--- config.mk ---
export PLATFORM = sky130hd
export DESIGN_NAME = csz_calib_status
export DESIGN_NICKNAME = d
export VERILOG_FILES = /design/src/pkg/csz_pkg.sv /design/src/csz_calib_status.sv
export SDC_FILE = /design/constraint.sdc
export NUM_CORES = 1
export LEC_CHECK = 0
export ABC_AREA = 1
export BUFFER_PORTS_ARGS = -buffer_cell sky130_fd_sc_hd__buf_2
export CAP_MARGIN = 10
export CORE_ASPECT_RATIO = 1.75
export CORE_MARGIN = 4
export CORE_UTILIZATION = 42
export CTS_CLUSTER_DIAMETER = 50
export DETAILED_ROUTE_END_ITERATION = 8
export PLACE_DENSITY = 0.71
export SYNTH_ARGS = -nofsm -noshare
export SYNTH_HDL_FRONTEND = slang
export SYNTH_SLANG_ARGS = --single-unit
--- constraint.sdc ---
create_clock -name clk -period 2.2 [get_ports clk]
set_clock_uncertainty 0.15 [all_clocks]
set_input_delay 0.44 -clock clk [delete_from_list [all_inputs] [get_ports clk]]
set_output_delay 0.44 -clock clk [all_outputs]
set_load 0.005 [all_outputs]
--- src/pkg/csz_pkg.sv ---
// Package for the calibration status and zero-detect register bank.
package csz_pkg;
  localparam logic [7:0] ADDR_CAL_STATUS = 8'hDC;
  localparam logic [7:0] ADDR_IRQ_ENABLE = 8'hDD;
  localparam logic [7:0] ADDR_IRQ_CLEAR = 8'hDE;
  localparam int BIT_CAL_DONE = 0;
  localparam int BIT_TRIM_MOVED = 1;
  localparam int BIT_FLOOR_MOVED = 2;
  localparam int BIT_ZERO_HIT = 3;
  localparam int BIT_CAL_IRQ_EN = 1;
  localparam int BIT_CAL_IRQ_CLR = 1;
  localparam int ZERO_CNT_W = 5;
  localparam logic [4:0] ZERO_CNT_LIMIT = 5'h0F;
  localparam logic [4:0] ZERO_CNT_STEP_DOWN = 5'h01;
  localparam logic [7:0] RESET_CAL_STATUS = 8'h00;
  localparam logic [7:0] RESET_IRQ_ENABLE = 8'h00;
  localparam logic [3:0] FLAGS_RESET = 4'h0;
endpackage

--- src/csz_calib_status.sv ---
// Calibration status flag bank with zero-reading detection and calibration interrupt.
//
// Behaviour
// Set zero-hit flag, bit 3, when zero readings exceed the weighting condition.
// Weight of zero never sets zero-hit flag nor raises its interrupt.
// Zero-hit flag stays set until software writes one; zero writes ignored.
// During calibration averaging, auto floor enabled sets baseline-moved flag, bit 2.
// In normal operation, lower floor sample replaces floor and sets baseline-moved.
// Both auto floor controls zero: baseline-moved never set, no interrupt.
// Baseline-moved cleared by writing one to it or to calibration clear bit.
// Automatic offset change sets offset-moved flag, bit 1.
// Both auto trim controls zero: offset-moved never set, no interrupt.
// Calibration completion sets calibration-done flag, bit 0.
// Offset-moved and calibration-done stay set until software writes one.
// Calibration interrupt asserts when any flag set and enable asserted.
// Software should recalibrate after seeing the zero-hit flag set.
// Internal zero-hit counter sets zero-hit flag on reaching 15.
// Each cycle counter adds weight if any channel zero, else subtracts one.
// Calibration interrupt enable is bit 1 of the enable register at 0xDD.
// Writing one to bit 1 at 0xDE clears pending calibration interrupt; code clears only baseline-moved, bit 2, so other set flags keep it asserted.
// Status bits 7 to 4 read as zero; writes to them ignored.
`timescale 1ns/1ps

module csz_calib_status #(
  parameter int FLOOR_W = 16 // Width of the proximity floor value.
) (
  input wire logic clk, // 200 MHz clock.
  input wire logic sys_rst, // Asynchronous reset, active high.
  input wire logic reg_wr, // Register write strobe.
  input wire logic reg_rd, // Register read strobe.
  input wire logic [7:0] reg_addr, // Register address.
  input wire logic [7:0] reg_wdata, // Register write data.
  output logic [7:0] reg_rdata, // Register read data.
  input wire logic [3:0] zero_weight, // Zero detection weight.
  input wire logic prox_cycle, // One proximity/gesture cycle completed.
  input wire logic [3:0] chan_zero, // Per-channel conversion was zero.
  input wire logic avg_auto_floor, // Auto floor update during averaging.
  input wire logic prox_avg_auto_floor, // Auto floor update in proximity.
  input wire logic avg_auto_trim, // Auto offset adjust during averaging.
  input wire logic prox_auto_trim, // Auto offset adjust in proximity.
  input wire logic cal_avg_done, // Calibration DC averaging step done.
  input wire logic floor_sample_vld, // New floor sample available.
  input wire logic [FLOOR_W-1:0] prox_floor_sample, // Measured floor sample.
  input wire logic [FLOOR_W-1:0] cal_floor_value, // Floor from calibration averaging.
  input wire logic trim_changed, // Automatic logic changed an offset.
  input wire logic cal_complete, // Calibration sequence finished.
  output logic [FLOOR_W-1:0] prox_floor_value, // Stored proximity floor.
  output logic cal_irq_enable, // Calibration interrupt enable bit.
  output logic cal_irq // Calibration interrupt, active high.
);

  // ---------------------------------------------------------------
  // Register decode
  // ---------------------------------------------------------------
  logic wr_status;
  logic wr_clear;
  logic wr_enable;
  logic [3:0] w1c;
  logic cal_irq_clear;
  logic [3:0] flags_q;
  logic [3:0] flags_d;
  logic [3:0] set_ev;
  logic irq_en_q;
  logic [csz_pkg::ZERO_CNT_W-1:0] zcnt_q;
  logic [csz_pkg::ZERO_CNT_W-1:0] zcnt_d;
  logic zero_hit_ev;
  logic floor_lower;
  logic floor_auto;
  logic [FLOOR_W-1:0] floor_q;

  assign wr_status = reg_wr && (reg_addr == csz_pkg::ADDR_CAL_STATUS);
  assign wr_clear = reg_wr && (reg_addr == csz_pkg::ADDR_IRQ_CLEAR);
  assign wr_enable = reg_wr && (reg_addr == csz_pkg::ADDR_IRQ_ENABLE);
  assign w1c = wr_status ? reg_wdata[3:0] : 4'h0;
  assign cal_irq_clear = wr_clear && reg_wdata[csz_pkg::BIT_CAL_IRQ_CLR];

  always_ff @(posedge clk or posedge sys_rst) begin
    if (sys_rst) begin
      irq_en_q <= csz_pkg::RESET_IRQ_ENABLE[csz_pkg::BIT_CAL_IRQ_EN];
    end else if (wr_enable) begin
      irq_en_q <= reg_wdata[csz_pkg::BIT_CAL_IRQ_EN];
    end
  end

  // ---------------------------------------------------------------
  // Zero-hit counter
  // ---------------------------------------------------------------
  // Counter saturates at the limit so a burst of zeroes cannot wrap it.
  always_comb begin
    zcnt_d = zcnt_q;
    if (prox_cycle && zero_weight != 4'h0) begin
      if (|chan_zero) begin
        zcnt_d = zcnt_q + {1'b0, zero_weight};
        if (zcnt_d > csz_pkg::ZERO_CNT_LIMIT) begin
          zcnt_d = csz_pkg::ZERO_CNT_LIMIT;
        end
      end else if (zcnt_q != 5'h00) begin
        zcnt_d = zcnt_q - csz_pkg::ZERO_CNT_STEP_DOWN;
      end
    end
  end

  always_ff @(posedge clk or posedge sys_rst) begin
    if (sys_rst) begin
      zcnt_q <= 5'h00;
    end else begin
      zcnt_q <= zcnt_d;
    end
  end

  // Flag pulses once when the counter first arrives at the limit.
  assign zero_hit_ev = (zero_weight != 4'h0) && (zcnt_d == csz_pkg::ZERO_CNT_LIMIT)
                       && (zcnt_q != csz_pkg::ZERO_CNT_LIMIT);

  // ---------------------------------------------------------------
  // Proximity floor
  // ---------------------------------------------------------------
  assign floor_auto = avg_auto_floor || prox_avg_auto_floor;
  assign floor_lower = floor_sample_vld && floor_auto && (prox_floor_sample < floor_q);

  always_ff @(posedge clk or posedge sys_rst) begin
    if (sys_rst) begin
      floor_q <= '1;
    end else if (cal_avg_done && avg_auto_floor) begin
      floor_q <= cal_floor_value;
    end else if (floor_lower) begin
      floor_q <= prox_floor_sample;
    end
  end
  assign prox_floor_value = floor_q;

  // ---------------------------------------------------------------
  // Status flags
  // ---------------------------------------------------------------
  always_comb begin
    set_ev = 4'h0;
    set_ev[csz_pkg::BIT_ZERO_HIT] = zero_hit_ev;
    set_ev[csz_pkg::BIT_FLOOR_MOVED] = (cal_avg_done && avg_auto_floor) || floor_lower;
    set_ev[csz_pkg::BIT_TRIM_MOVED] = trim_changed && (avg_auto_trim || prox_auto_trim);
    set_ev[csz_pkg::BIT_CAL_DONE] = cal_complete;
    flags_d = flags_q & ~w1c;
    if (cal_irq_clear) begin
      flags_d[csz_pkg::BIT_FLOOR_MOVED] = 1'b0;
    end
    // A set arriving with a clear wins so no event is lost.
    flags_d = flags_d | set_ev;
  end

  always_ff @(posedge clk or posedge sys_rst) begin
    if (sys_rst) begin
      flags_q <= csz_pkg::FLAGS_RESET;
    end else begin
      flags_q <= flags_d;
    end
  end

  assign cal_irq = irq_en_q && (|flags_q);
  assign cal_irq_enable = irq_en_q;

  // ---------------------------------------------------------------
  // Read data
  // ---------------------------------------------------------------
  always_ff @(posedge clk or posedge sys_rst) begin
    if (sys_rst) begin
      reg_rdata <= 8'h00;
    end else if (reg_rd) begin
      case (reg_addr)
        csz_pkg::ADDR_CAL_STATUS: reg_rdata <= {4'h0, flags_q};
        csz_pkg::ADDR_IRQ_ENABLE: reg_rdata <= {6'h00, irq_en_q, 1'b0};
        default: reg_rdata <= 8'h00;
      endcase
    end
  end

  // ---------------------------------------------------------------
  // Assertions
  // ---------------------------------------------------------------
  // Helper terms for the checks below. Five bits hold the worst case of 15 plus 15,
  // so the sum never wraps before it is compared with the limit.
  logic [csz_pkg::ZERO_CNT_W-1:0] zcnt_sum;
  logic zero_step;
  logic floor_cal_set;
  logic trim_set;

  assign zcnt_sum = zcnt_q + {1'b0, zero_weight};
  assign zero_step = prox_cycle && (zero_weight != 4'h0);
  assign floor_cal_set = cal_avg_done && avg_auto_floor;
  assign trim_set = trim_changed && (avg_auto_trim || prox_auto_trim);
endmodule

==> results of run 1 <==
==> worst min-delay path by stage <==
stage,end,depth (start not counted),slack [ns]
after floorplan,flags_q[1],2,0.31
after global placement,prox_floor_value[11],2,0.33
after detailed placement,prox_floor_value[14],2,0.34
after CTS,zcnt_q[4],3,0.08
after global routing,zcnt_q[4],3,0.13
final,zcnt_q[4],3,0.08
==> stage by stage <==
| stage | cell area (sq um) | std cells | TNS (ns) | util [%] | hold WS (ns) |
|---|---|---|---|---|---|
| 2_1_floorplan | 2342 | 303 | 0 | - | 0.3134 |
| 3_3_place_gp | 2854 | 460 | 0 | 53.42 | 0.3302 |
| 3_5_place_dp | 2854 | 460 | 0 | 53.42 | 0.3369 |
| 4_1_cts | 2949 | 468 | 0 | 55.20 | 0.08178 |
| 5_1_grt | 2962 | 468 | -0.0005549 | 55.43 | 0.1334 |
| 6_report | 2962 | 468 | 0 | 55.43 | 0.07561 |
==> power groups by stage <==
| stage | Combinational (mW) | Sequential (mW) | Clock, mW |
|---|---|---|---|
| floorplan | 0.660 | 0.836 | 0 |
| global placement | 0.984 | 0.839 | 0 |
| detailed placement | 1.01 | 0.846 | 0 |
| CTS | 1.02 | 0.837 | 0.473 |
| global route | 1.18 | 0.855 | 0.493 |
| finish | 1.01 | 0.834 | 0.450 |
==> layout by cell type, fill, tap and decap left out, types with 2 or more instances in the layout <==
master,count
o21ai_1,2
nand2_1,77
nand4_1,5
a21boi_0,2
mux2_2,16
dfstp_2,16
nand2_2,12
clkbuf_8,6
buf_4,5
dfrtp_1,14
o21ai_0,9
o21a_1,2
buf_2,86
conb_1,4
nand3_1,33
a21oi_1,11
ha_1,21
inv_1,43
nor2_1,12
==> layer usage <==
metal / vias to the layer above / part of all wire, %
li1: 1157 / -
met1: 1051 / 35
met2: 87 / 55
met3: 16 / 7.2
met4: 0 / 2.9
met5: - / 0
==> critical path, cell delays in order (launching register included) <==
cell     delay [ns]
dfstp_2        0.54
inv_1          0.05
ha_1           0.29
a21oi_1        0.17
o21ai_0        0.10
a21oi_1        0.22
nand3_4        0.11
buf_4          0.21
nand3_1        0.08
nand2_1        0.06
==> synth_stat cells <==
cell type,instances
o21ai_0,9
o21ai_2,1
nand3_4,1
a21oi_1,11
nand2_2,12
ha_1,21
nor4_1,1
dfrtp_1,14
nand2_1,77
buf_12,1
nand3_1,34
xor2_1,1
buf_1,1
o41a_1,1
nand4_1,5
a21o_1,1
fa_1,1
o21ai_1,2
a31oi_1,1
a21boi_0,2
conb_1,1
o311ai_0,1
buf_4,4
dfstp_2,16
nor2_1,12
o21a_1,2
buf_2,3
inv_1,43
o21bai_1,1
nor3_1,2
nand2_4,1
mux2_2,16
a21oi_2,1
==> sequential cells by signal, summed over array words and instances, names as in the netlist <==
signal            count
cal_irq_enable        1
prox_floor_value     16
zcnt_q                5
reg_rdata             4
flags_q               4
==> timing repair <==
action,4_1_cts,5_1_grt
hold buffers,0,0
endpoints found under the setup margin,0,4
resized for setup,0,3
==> cells by family after synthesis <==
kind of cell / Yosys count
multiplexers: 16
AO/OA/AOI/OAI: 33
adder cells (fa/ha/maj): 22
flip-flops: 30
other: 1
AND/OR/NAND/NOR: 145
XOR/XNOR: 1
buffers and inverters: 52
==> cell type report <==
type	instances	area, sq um
clock inverters	2	12.51
well taps	74	92.59
clock buffers	6	82.58
inverters	43	161.4
flip-flops and latches	30	770.7
repair buffers	92	488.0
multi-input cells	221	1354
fillers	568	2381
==> summary.txt, run 1 <==
critical path startpoint category = register
root buf cell = clkbuf_8
overall power = 2.292 mW
setup violators final = 0
synth top area cells = dfstp_2 (18%), dfrtp_1 (15%), nand2_1 (12%)
Reg power frac = 36.4%
max frequency = 0.4881 GHz
Sw Share = 37.64%
hold crit path type = input port to async pin
HPWL Detailed = 4.771 mm
Clock Sink Count = 30
Initial Utilization = 43.63%
Mapped Cells = 300
first-pass iteration count of the detailed router = 4
mux cell area share after synthesis = 7.729%
H-tree depth = 2
reg2reg start = prox_floor_value[9]
# Post-CTS Setup Buffers = 0
max-cap violations = 0
#FFs+latches synth = 30
Data arrival, critical path = 2.10 ns
internal power = 1.430 mW
Post-Synth XOR/XNOR Area = 0.3757%
Worst EP required = 2.25 ns
final worst-path setup slack = 0.1514 ns
DRT antenna net count = 0
clock buffer count from CTS = 5
fin crit period = 2.049 ns
Setup crit start = prox_floor_value[9]
CTS Buffer Depth = 2
first-pass GRT wire length = 10.03 mm
met1 global-route usage = 18.33%
largest net degree at the start of global routing = 35
Ys Warns = 0
final period utilization = 93.12%
die area = 6853 sq um
adder-cell area share of the yosys netlist = 12.13%
I/O Buffers = 86
r2r setup slk = 0.15 ns
post-synthesis simple-gate area fraction = 28.13%
VDD IR-drop max = 0.5100 mV
Yosys top cell area share = 18.04%
Cell Area, Synth = 2331 sq um
Residual DRC = 0
Comb power frac = 44.0%
vias = 2311
row cnt = 35
WL/cell = 12.31 microns
Most Crowded Layer GR = met2
RR Endpoint = prox_floor_value[2]
n_diodes = 0
Worst setup EP type = register
main combinational cell family by area after synthesis = simple AND/OR/NAND/NOR gates
antenna violations before repair = 0
Die X-Extent = 64.32 microns
Area growth, synth to finish = 27.05%
Die Height = 106.6 microns
Slew Limit Fails = 0
Setup Slack @ Placement = 0.001225 ns
average size of a mapped cell = 7.770 sq um
met2 usage = 34.54%
CP max FO = 17
PD cells = 774.1 nW/um^2
switching pwr = 862.9 uW
Core Area = 5343 sq um
fin nets = 484
crit path to = prox_floor_value[2]
leak pwr = 1.612 nW
kind of critical path = register to register
IO Pins = 95
compound-cell area share of the yosys netlist = 8.535%
Fin. Hold Viols = 0
GP Congestion = 0.9322
cell taking the most area after synthesis = dfstp_2
vias per inst = 4.938
Worst-Skew Late Latency = 0.27 ns
clock share of power = 19.6%
ratio of cells with drive above 1 in the final layout = 38.32%
gr ovfl total = 0
outcome = completed
Netlist cell types = 33
CTS tree = done
vias in the first global route = 2390
starting DRC count in detailed routing = 104
GRT Util Overall = 17.95%
met3 usage = 3.805%
Worst-path clk slew = 0.06 ns
Routed WL = 5.759 mm
worst r2r path cells = 9
post-synthesis sequential area ratio = 33.06%
No activity file was read; power rests on OpenSTA's default activity.
==> run 2: changes to the inputs <==
Settings changed: ABC_CLOCK_PERIOD_IN_PS set to 2600.
Clock period 2.2 ns to 2.6 ns, I/O delays scaled along.
==> run 2 against run 1 <==
  * Cell count is 0.64% lower
  * Highest routed layer unchanged
  * Fmax decreased by 2.6%
  * Non-clock buffer count decreased by 3
  * Routed wire length decreased by 3.4%
  * Clock power about the same
  * Sequential power decreased by 14%
  * Register-to-register slack better by 0.35 ns
==> summary.txt, run 2 (synthesized netlist as in run 1, its figures left out) <==
vias per inst = 4.832
Fin. Hold Viols = 0
GP Congestion = 0.8805
Most Frequent Cell on Critical Path = nand2_1
GRT Util Overall = 17.23%
max frequency = 0.4754 GHz
Worst-Skew Late Latency = 0.28 ns
Worst EP required = 2.65 ns
gr ovfl total = 0
CTS tree = done
met2 usage = 33.95%
Most Crowded Layer GR = met2
first-pass GRT wire length = 9.508 mm
Worst setup EP type = register
post_cts resized = 0
HPWL Detailed = 4.509 mm
final period utilization = 80.90%
hold crit path type = input port to async pin
leak pwr = 1.603 nW
# Post-CTS Setup Buffers = 0
vias = 2247
CP max-delay cell = dfrtp_1
Die X-Extent = 64.32 microns
Area growth, synth to finish = 25.60%
met3 usage = 4.017%
root buf cell = clkbuf_8
vias in the first global route = 2293
fin crit period = 2.104 ns
n_diodes = 0
max-cap violations = 0
Data arrival, critical path = 2.16 ns
IO Pins = 95
Buf/Inv on CP = 0
first-pass iteration count of the detailed router = 4
Slew Limit Fails = 0
starting DRC count in detailed routing = 77
PD cells = 670.7 nW/um^2
Worst-path clk slew = 0.06 ns
area of the multi-input gates = 1341 sq um
die area = 6853 sq um
most frequent cells in the layout = buf_2 (86), nand2_1 (77), inv_1 (43)
FILL cells = 540
WL/cell = 11.96 microns
Rel. slew slack = 55.72%
CTS Buffer Depth = 2
met1 global-route usage = 17.20%
Core Area = 5343 sq um
clock buffer count from CTS = 5
commonest non-fill, non-tap cell in the layout = buf_2
Residual DRC = 0
CP max FO = 4
crit-path cells = ha_1 -> fa_1 -> nand3_1 -> nand2_1 -> nand2_1 -> nand2_1 -> nand2_1 -> nand3_1 -> o21ai_0 -> nand2_1 -> o21bai_1
Fin Setup TNS = 0 ns
placed cell count = 457
ratio of cells with drive above 1 in the final layout = 37.08%
DRT antenna net count = 0
Register Area = 770.7 sq um
antenna violations before repair = 0
Clock Sink Count = 30
Die Height = 106.6 microns
largest net degree at the start of global routing = 31
max reg flops = 16
H-tree depth = 2
cts hold-fix bufs = 0
Initial Utilization = 43.63%
overall power = 1.964 mW
Final Non-Filler Cells = 465
outcome = completed
row cnt = 35
kind of critical path = register to register
delay-heaviest family, CP = adder cells
critical path startpoint category = register
Finished Core Util = 54.80%
actual slew at the worst max-slew pin = 0.6619 ns
I/O Buffers = 86
setup violators final = 0
CP max stage delay = 0.42 ns
RSZ-0062 raised after global routing = no
Routed WL = 5.563 mm
fin nets = 481
VDD IR-drop max = 0.3804 mV
-- run 2: cell types whose count changed in the layout (fill, tap and decap cells not counted), sizes merged --
cell      previous run  this run
clkbuf               6         5
clkinv               1         2
buf                 92        89
clkinvlp             1         0
bufinv               0         1
-- run 2: worst paths after layout --
path | slack [ns] | from | cells after the start | end
worst max-delay path | 0.50 | zcnt_q[0] | 11 | flags_q[3]
worst min-delay path | 0.15 | sys_rst | 3 | zcnt_q[4]
worst max register to register | 0.50 | zcnt_q[0] | 11 | flags_q[3]
worst min register to register | 0.34 | prox_floor_value[4] | 2 | prox_floor_value[4]
max in group asynchronous | 1.83 | sys_rst | 3 | prox_floor_value[0]
min in group clk | 0.27 | cal_complete | 2 | flags_q[0]
-- run 2: cell type report --
cell class,count,share of cell area [%]
clock buffers,5,2.350
clock inverters,3,1.368
inverters,43,5.513
multi-input cells,221,45.81
flip-flops and latches,30,26.32
well taps,74,3.162
repair buffers,89,15.47
-- run 2: routing by layer --
layer / vias to the layer above / wire length (microns)
met4: 0 / 76
met1: 1025 / 2012
met3: 7 / 372
li1: 1153 / -
met2: 62 / 3100
met5: - / 0
-- run 2: through the flow --
stage	hold WS (ns)	setup slack, ns	cell area (sq um)
3_3_place_gp	0.3293	0.3382	2819
2_1_floorplan	0.3134	0.5813	2342
4_1_cts	0.1583	0.5013	2928
5_1_grt	0.1844	0.2564	2928
6_report	0.1536	0.4965	2928
3_5_place_dp	0.3329	0.2766	2819
-- run 2: power by group --
group | leakage (nW) | switching (mW) | internal, mW
Combinational | 1.22 | 0.445 | 0.351
Clock | 0.0579 | 0.170 | 0.281
Sequential | 0.330 | 0.0978 | 0.618
Total | 1.60 | 0.713 | 1.25
-- run 2: worst min-delay path: stages --
cell   delay [ns]
buf_2        0.09
inv_1        0.04
buf_4        0.34
==> run 3: changes to the inputs <==
Settings changed: ABC_CLOCK_PERIOD_IN_PS 2600 to 2000.
Clock period 2.6 ns to 2 ns, I/O delays scaled along.
==> run 3 against run 2 <==
  * The run now ends with setup timing left
  * Cell count is 4.7% higher
  * Sequential share of layout area is 4.3 points lower
  * Clock power is 34% higher
  * Design area is 20% higher
  * Combinational power is 110% higher
  * Via count is 6.5% higher
  * Routed wire length is 22% higher
  * Utilization is 11 points higher
  * Sequential cell count stayed put
  * Total power is 62% higher
  * Critical path depth stayed put
  * Largest cell class unchanged
==> summary.txt, run 3 (synthesized netlist as in run 1, its figures left out) <==
outcome = complete, but fails checks
failing checks = setup timing
Core Area = 5343 sq um
Die X-Extent = 64.32 microns
WL/cell = 13.96 microns
vias per inst = 4.912
Initial Utilization = 43.63%
starting DRC count in detailed routing = 86
cts hold-fix bufs = 0
CP max FO = 3
commonest non-fill, non-tap cell in the layout = buf_2
VDD IR-drop max = 0.7412 mV
largest net degree at the start of global routing = 36
max frequency = 0.4941 GHz
Worst-path clk slew = 0.06 ns
placed cell count = 467
kind of critical path = register to register
ratio of cells with drive above 1 in the final layout = 54.24%
die area = 6853 sq um
Residual DRC = 0
CTS Buffer Depth = 2
RSZ-0062 raised after global routing = yes
first-pass GRT wire length = 10.29 mm
max reg flops = 16
antenna violations before repair = 0
PD cells = 908.7 nW/um^2
fin nets = 503
overall power = 3.181 mW
row cnt = 35
Worst-Skew Late Latency = 0.29 ns
Die Height = 106.6 microns
vias in the first global route = 2322
n_diodes = 0
HPWL Detailed = 4.687 mm
max-cap violations = 0
Final Non-Filler Cells = 487
final worst-path setup slack = -0.02371 ns
Setup Slack @ Placement = -0.1996 ns
Data arrival, critical path = 2.09 ns
vias = 2392
most frequent cells in the layout = buf_2 (86), nand2_1 (63), inv_1 (38)
IO Pins = 95
setup violators final = 6
Clock Sink Count = 30
final period utilization = 101.2%
leak pwr = 1.781 nW
fin crit period = 2.024 ns
hold crit path type = input port to async pin
GRT Util Overall = 18.84%
Worst EP required = 2.06 ns
Routed WL = 6.799 mm
clock buffer count from CTS = 5
root buf cell = clkbuf_8
gr ovfl total = 0
first-pass iteration count of the detailed router = 4
critical path startpoint category = register
H-tree depth = 2
CTS tree = done
I/O Buffers = 86
Fin. Hold Viols = 0
DRT antenna net count = 0
FILL cells = 459
GP Congestion = 0.8919
Area growth, synth to finish = 50.19%
Worst setup EP type = register
Slew Limit Fails = 0
[run 3: changes by cell type in the layout (fill, tap and decap cells not counted), sizes merged]
cell,previous run,this run
clkbuf,5,6
buf,89,109
nand2,90,91
[run 3: power breakdown]
| part | switching, mW | internal, mW |
|---|---|---|
| registers | 0.112 | 0.804 |
| logic | 0.853 | 0.805 |
| clock network | 0.240 | 0.366 |
| total | 1.21 | 1.98 |
[run 3: critical path, cell delays in order, from the launching register on]
cell and delay, ns:
dfrtp_1 0.40, ha_2 0.21, fa_2 0.43, nand3_4 0.09
nand2_2 0.07, nand2_2 0.06, nand2_2 0.06, nand2_1 0.06
nand3_1 0.07, o21ai_1 0.11, nand2_1 0.12, o21bai_1 0.13
[run 3: layout make-up]
class	count	area [sq um]	share of cell area, %
multi-input cells	222	1669	47.68
clock buffers	5	68.82	1.966
flip-flops and latches	30	770.7	22.02
inverters	43	161.4	4.610
repair buffers	110	698.2	19.94
well taps	74	92.59	2.645
clock inverters	3	40.04	1.144
[run 3: final timing paths]
| path | start | to | slack (ns) | depth (start not counted) |
|---|---|---|---|---|
| hold reg to reg | prox_floor_value[8] | prox_floor_value[8] | 0.33 | 2 |
| hold / removal | sys_rst | zcnt_q[4] | 0.02 | 3 |
| max in group asynchronous | sys_rst | prox_floor_value[0] | 1.36 | 3 |
| min in group clk | cal_complete | flags_q[0] | 0.14 | 2 |
| setup reg to reg | zcnt_q[0] | flags_q[3] | -0.02 | 11 |
| setup / recovery | zcnt_q[0] | flags_q[3] | -0.02 | 11 |
[run 3: what timing repair did]
action / 4_1_cts / 5_1_grt
cloned: 2 / 1
gates resized for setup: 18 / 49
pin swaps: 7 / 33
setup buffers: 3 / 6
setup endpoints to repair: 18 / 19
[run 3: stage by stage]
step                hold slack (ns)  util (%)  instance area, sq um   TNS, ns
global route                0.06115     65.53                  3501    -1.104
global placement             0.3307     54.40                  2907   -0.2523
floorplan                    0.3134         -                  2342         0
CTS                         0.03560     59.48                  3178         0
detailed placement           0.3317     54.40                  2907   -0.8596
finish                      0.02334     65.53                  3501  -0.08175
[run 3: metal layers]
| metal | GRT usage, % | part of all wire (%) | vias to the layer above |
|---|---|---|---|
| met5 | 0 | 0 | - |
| met4 | 9.228 | 3.1 | 0 |
| met3 | 3.066 | 4.5 | 19 |
| met2 | 35.28 | 57 | 77 |
| met1 | 19.72 | 36 | 1100 |
| li1 | - | - | 1196 |
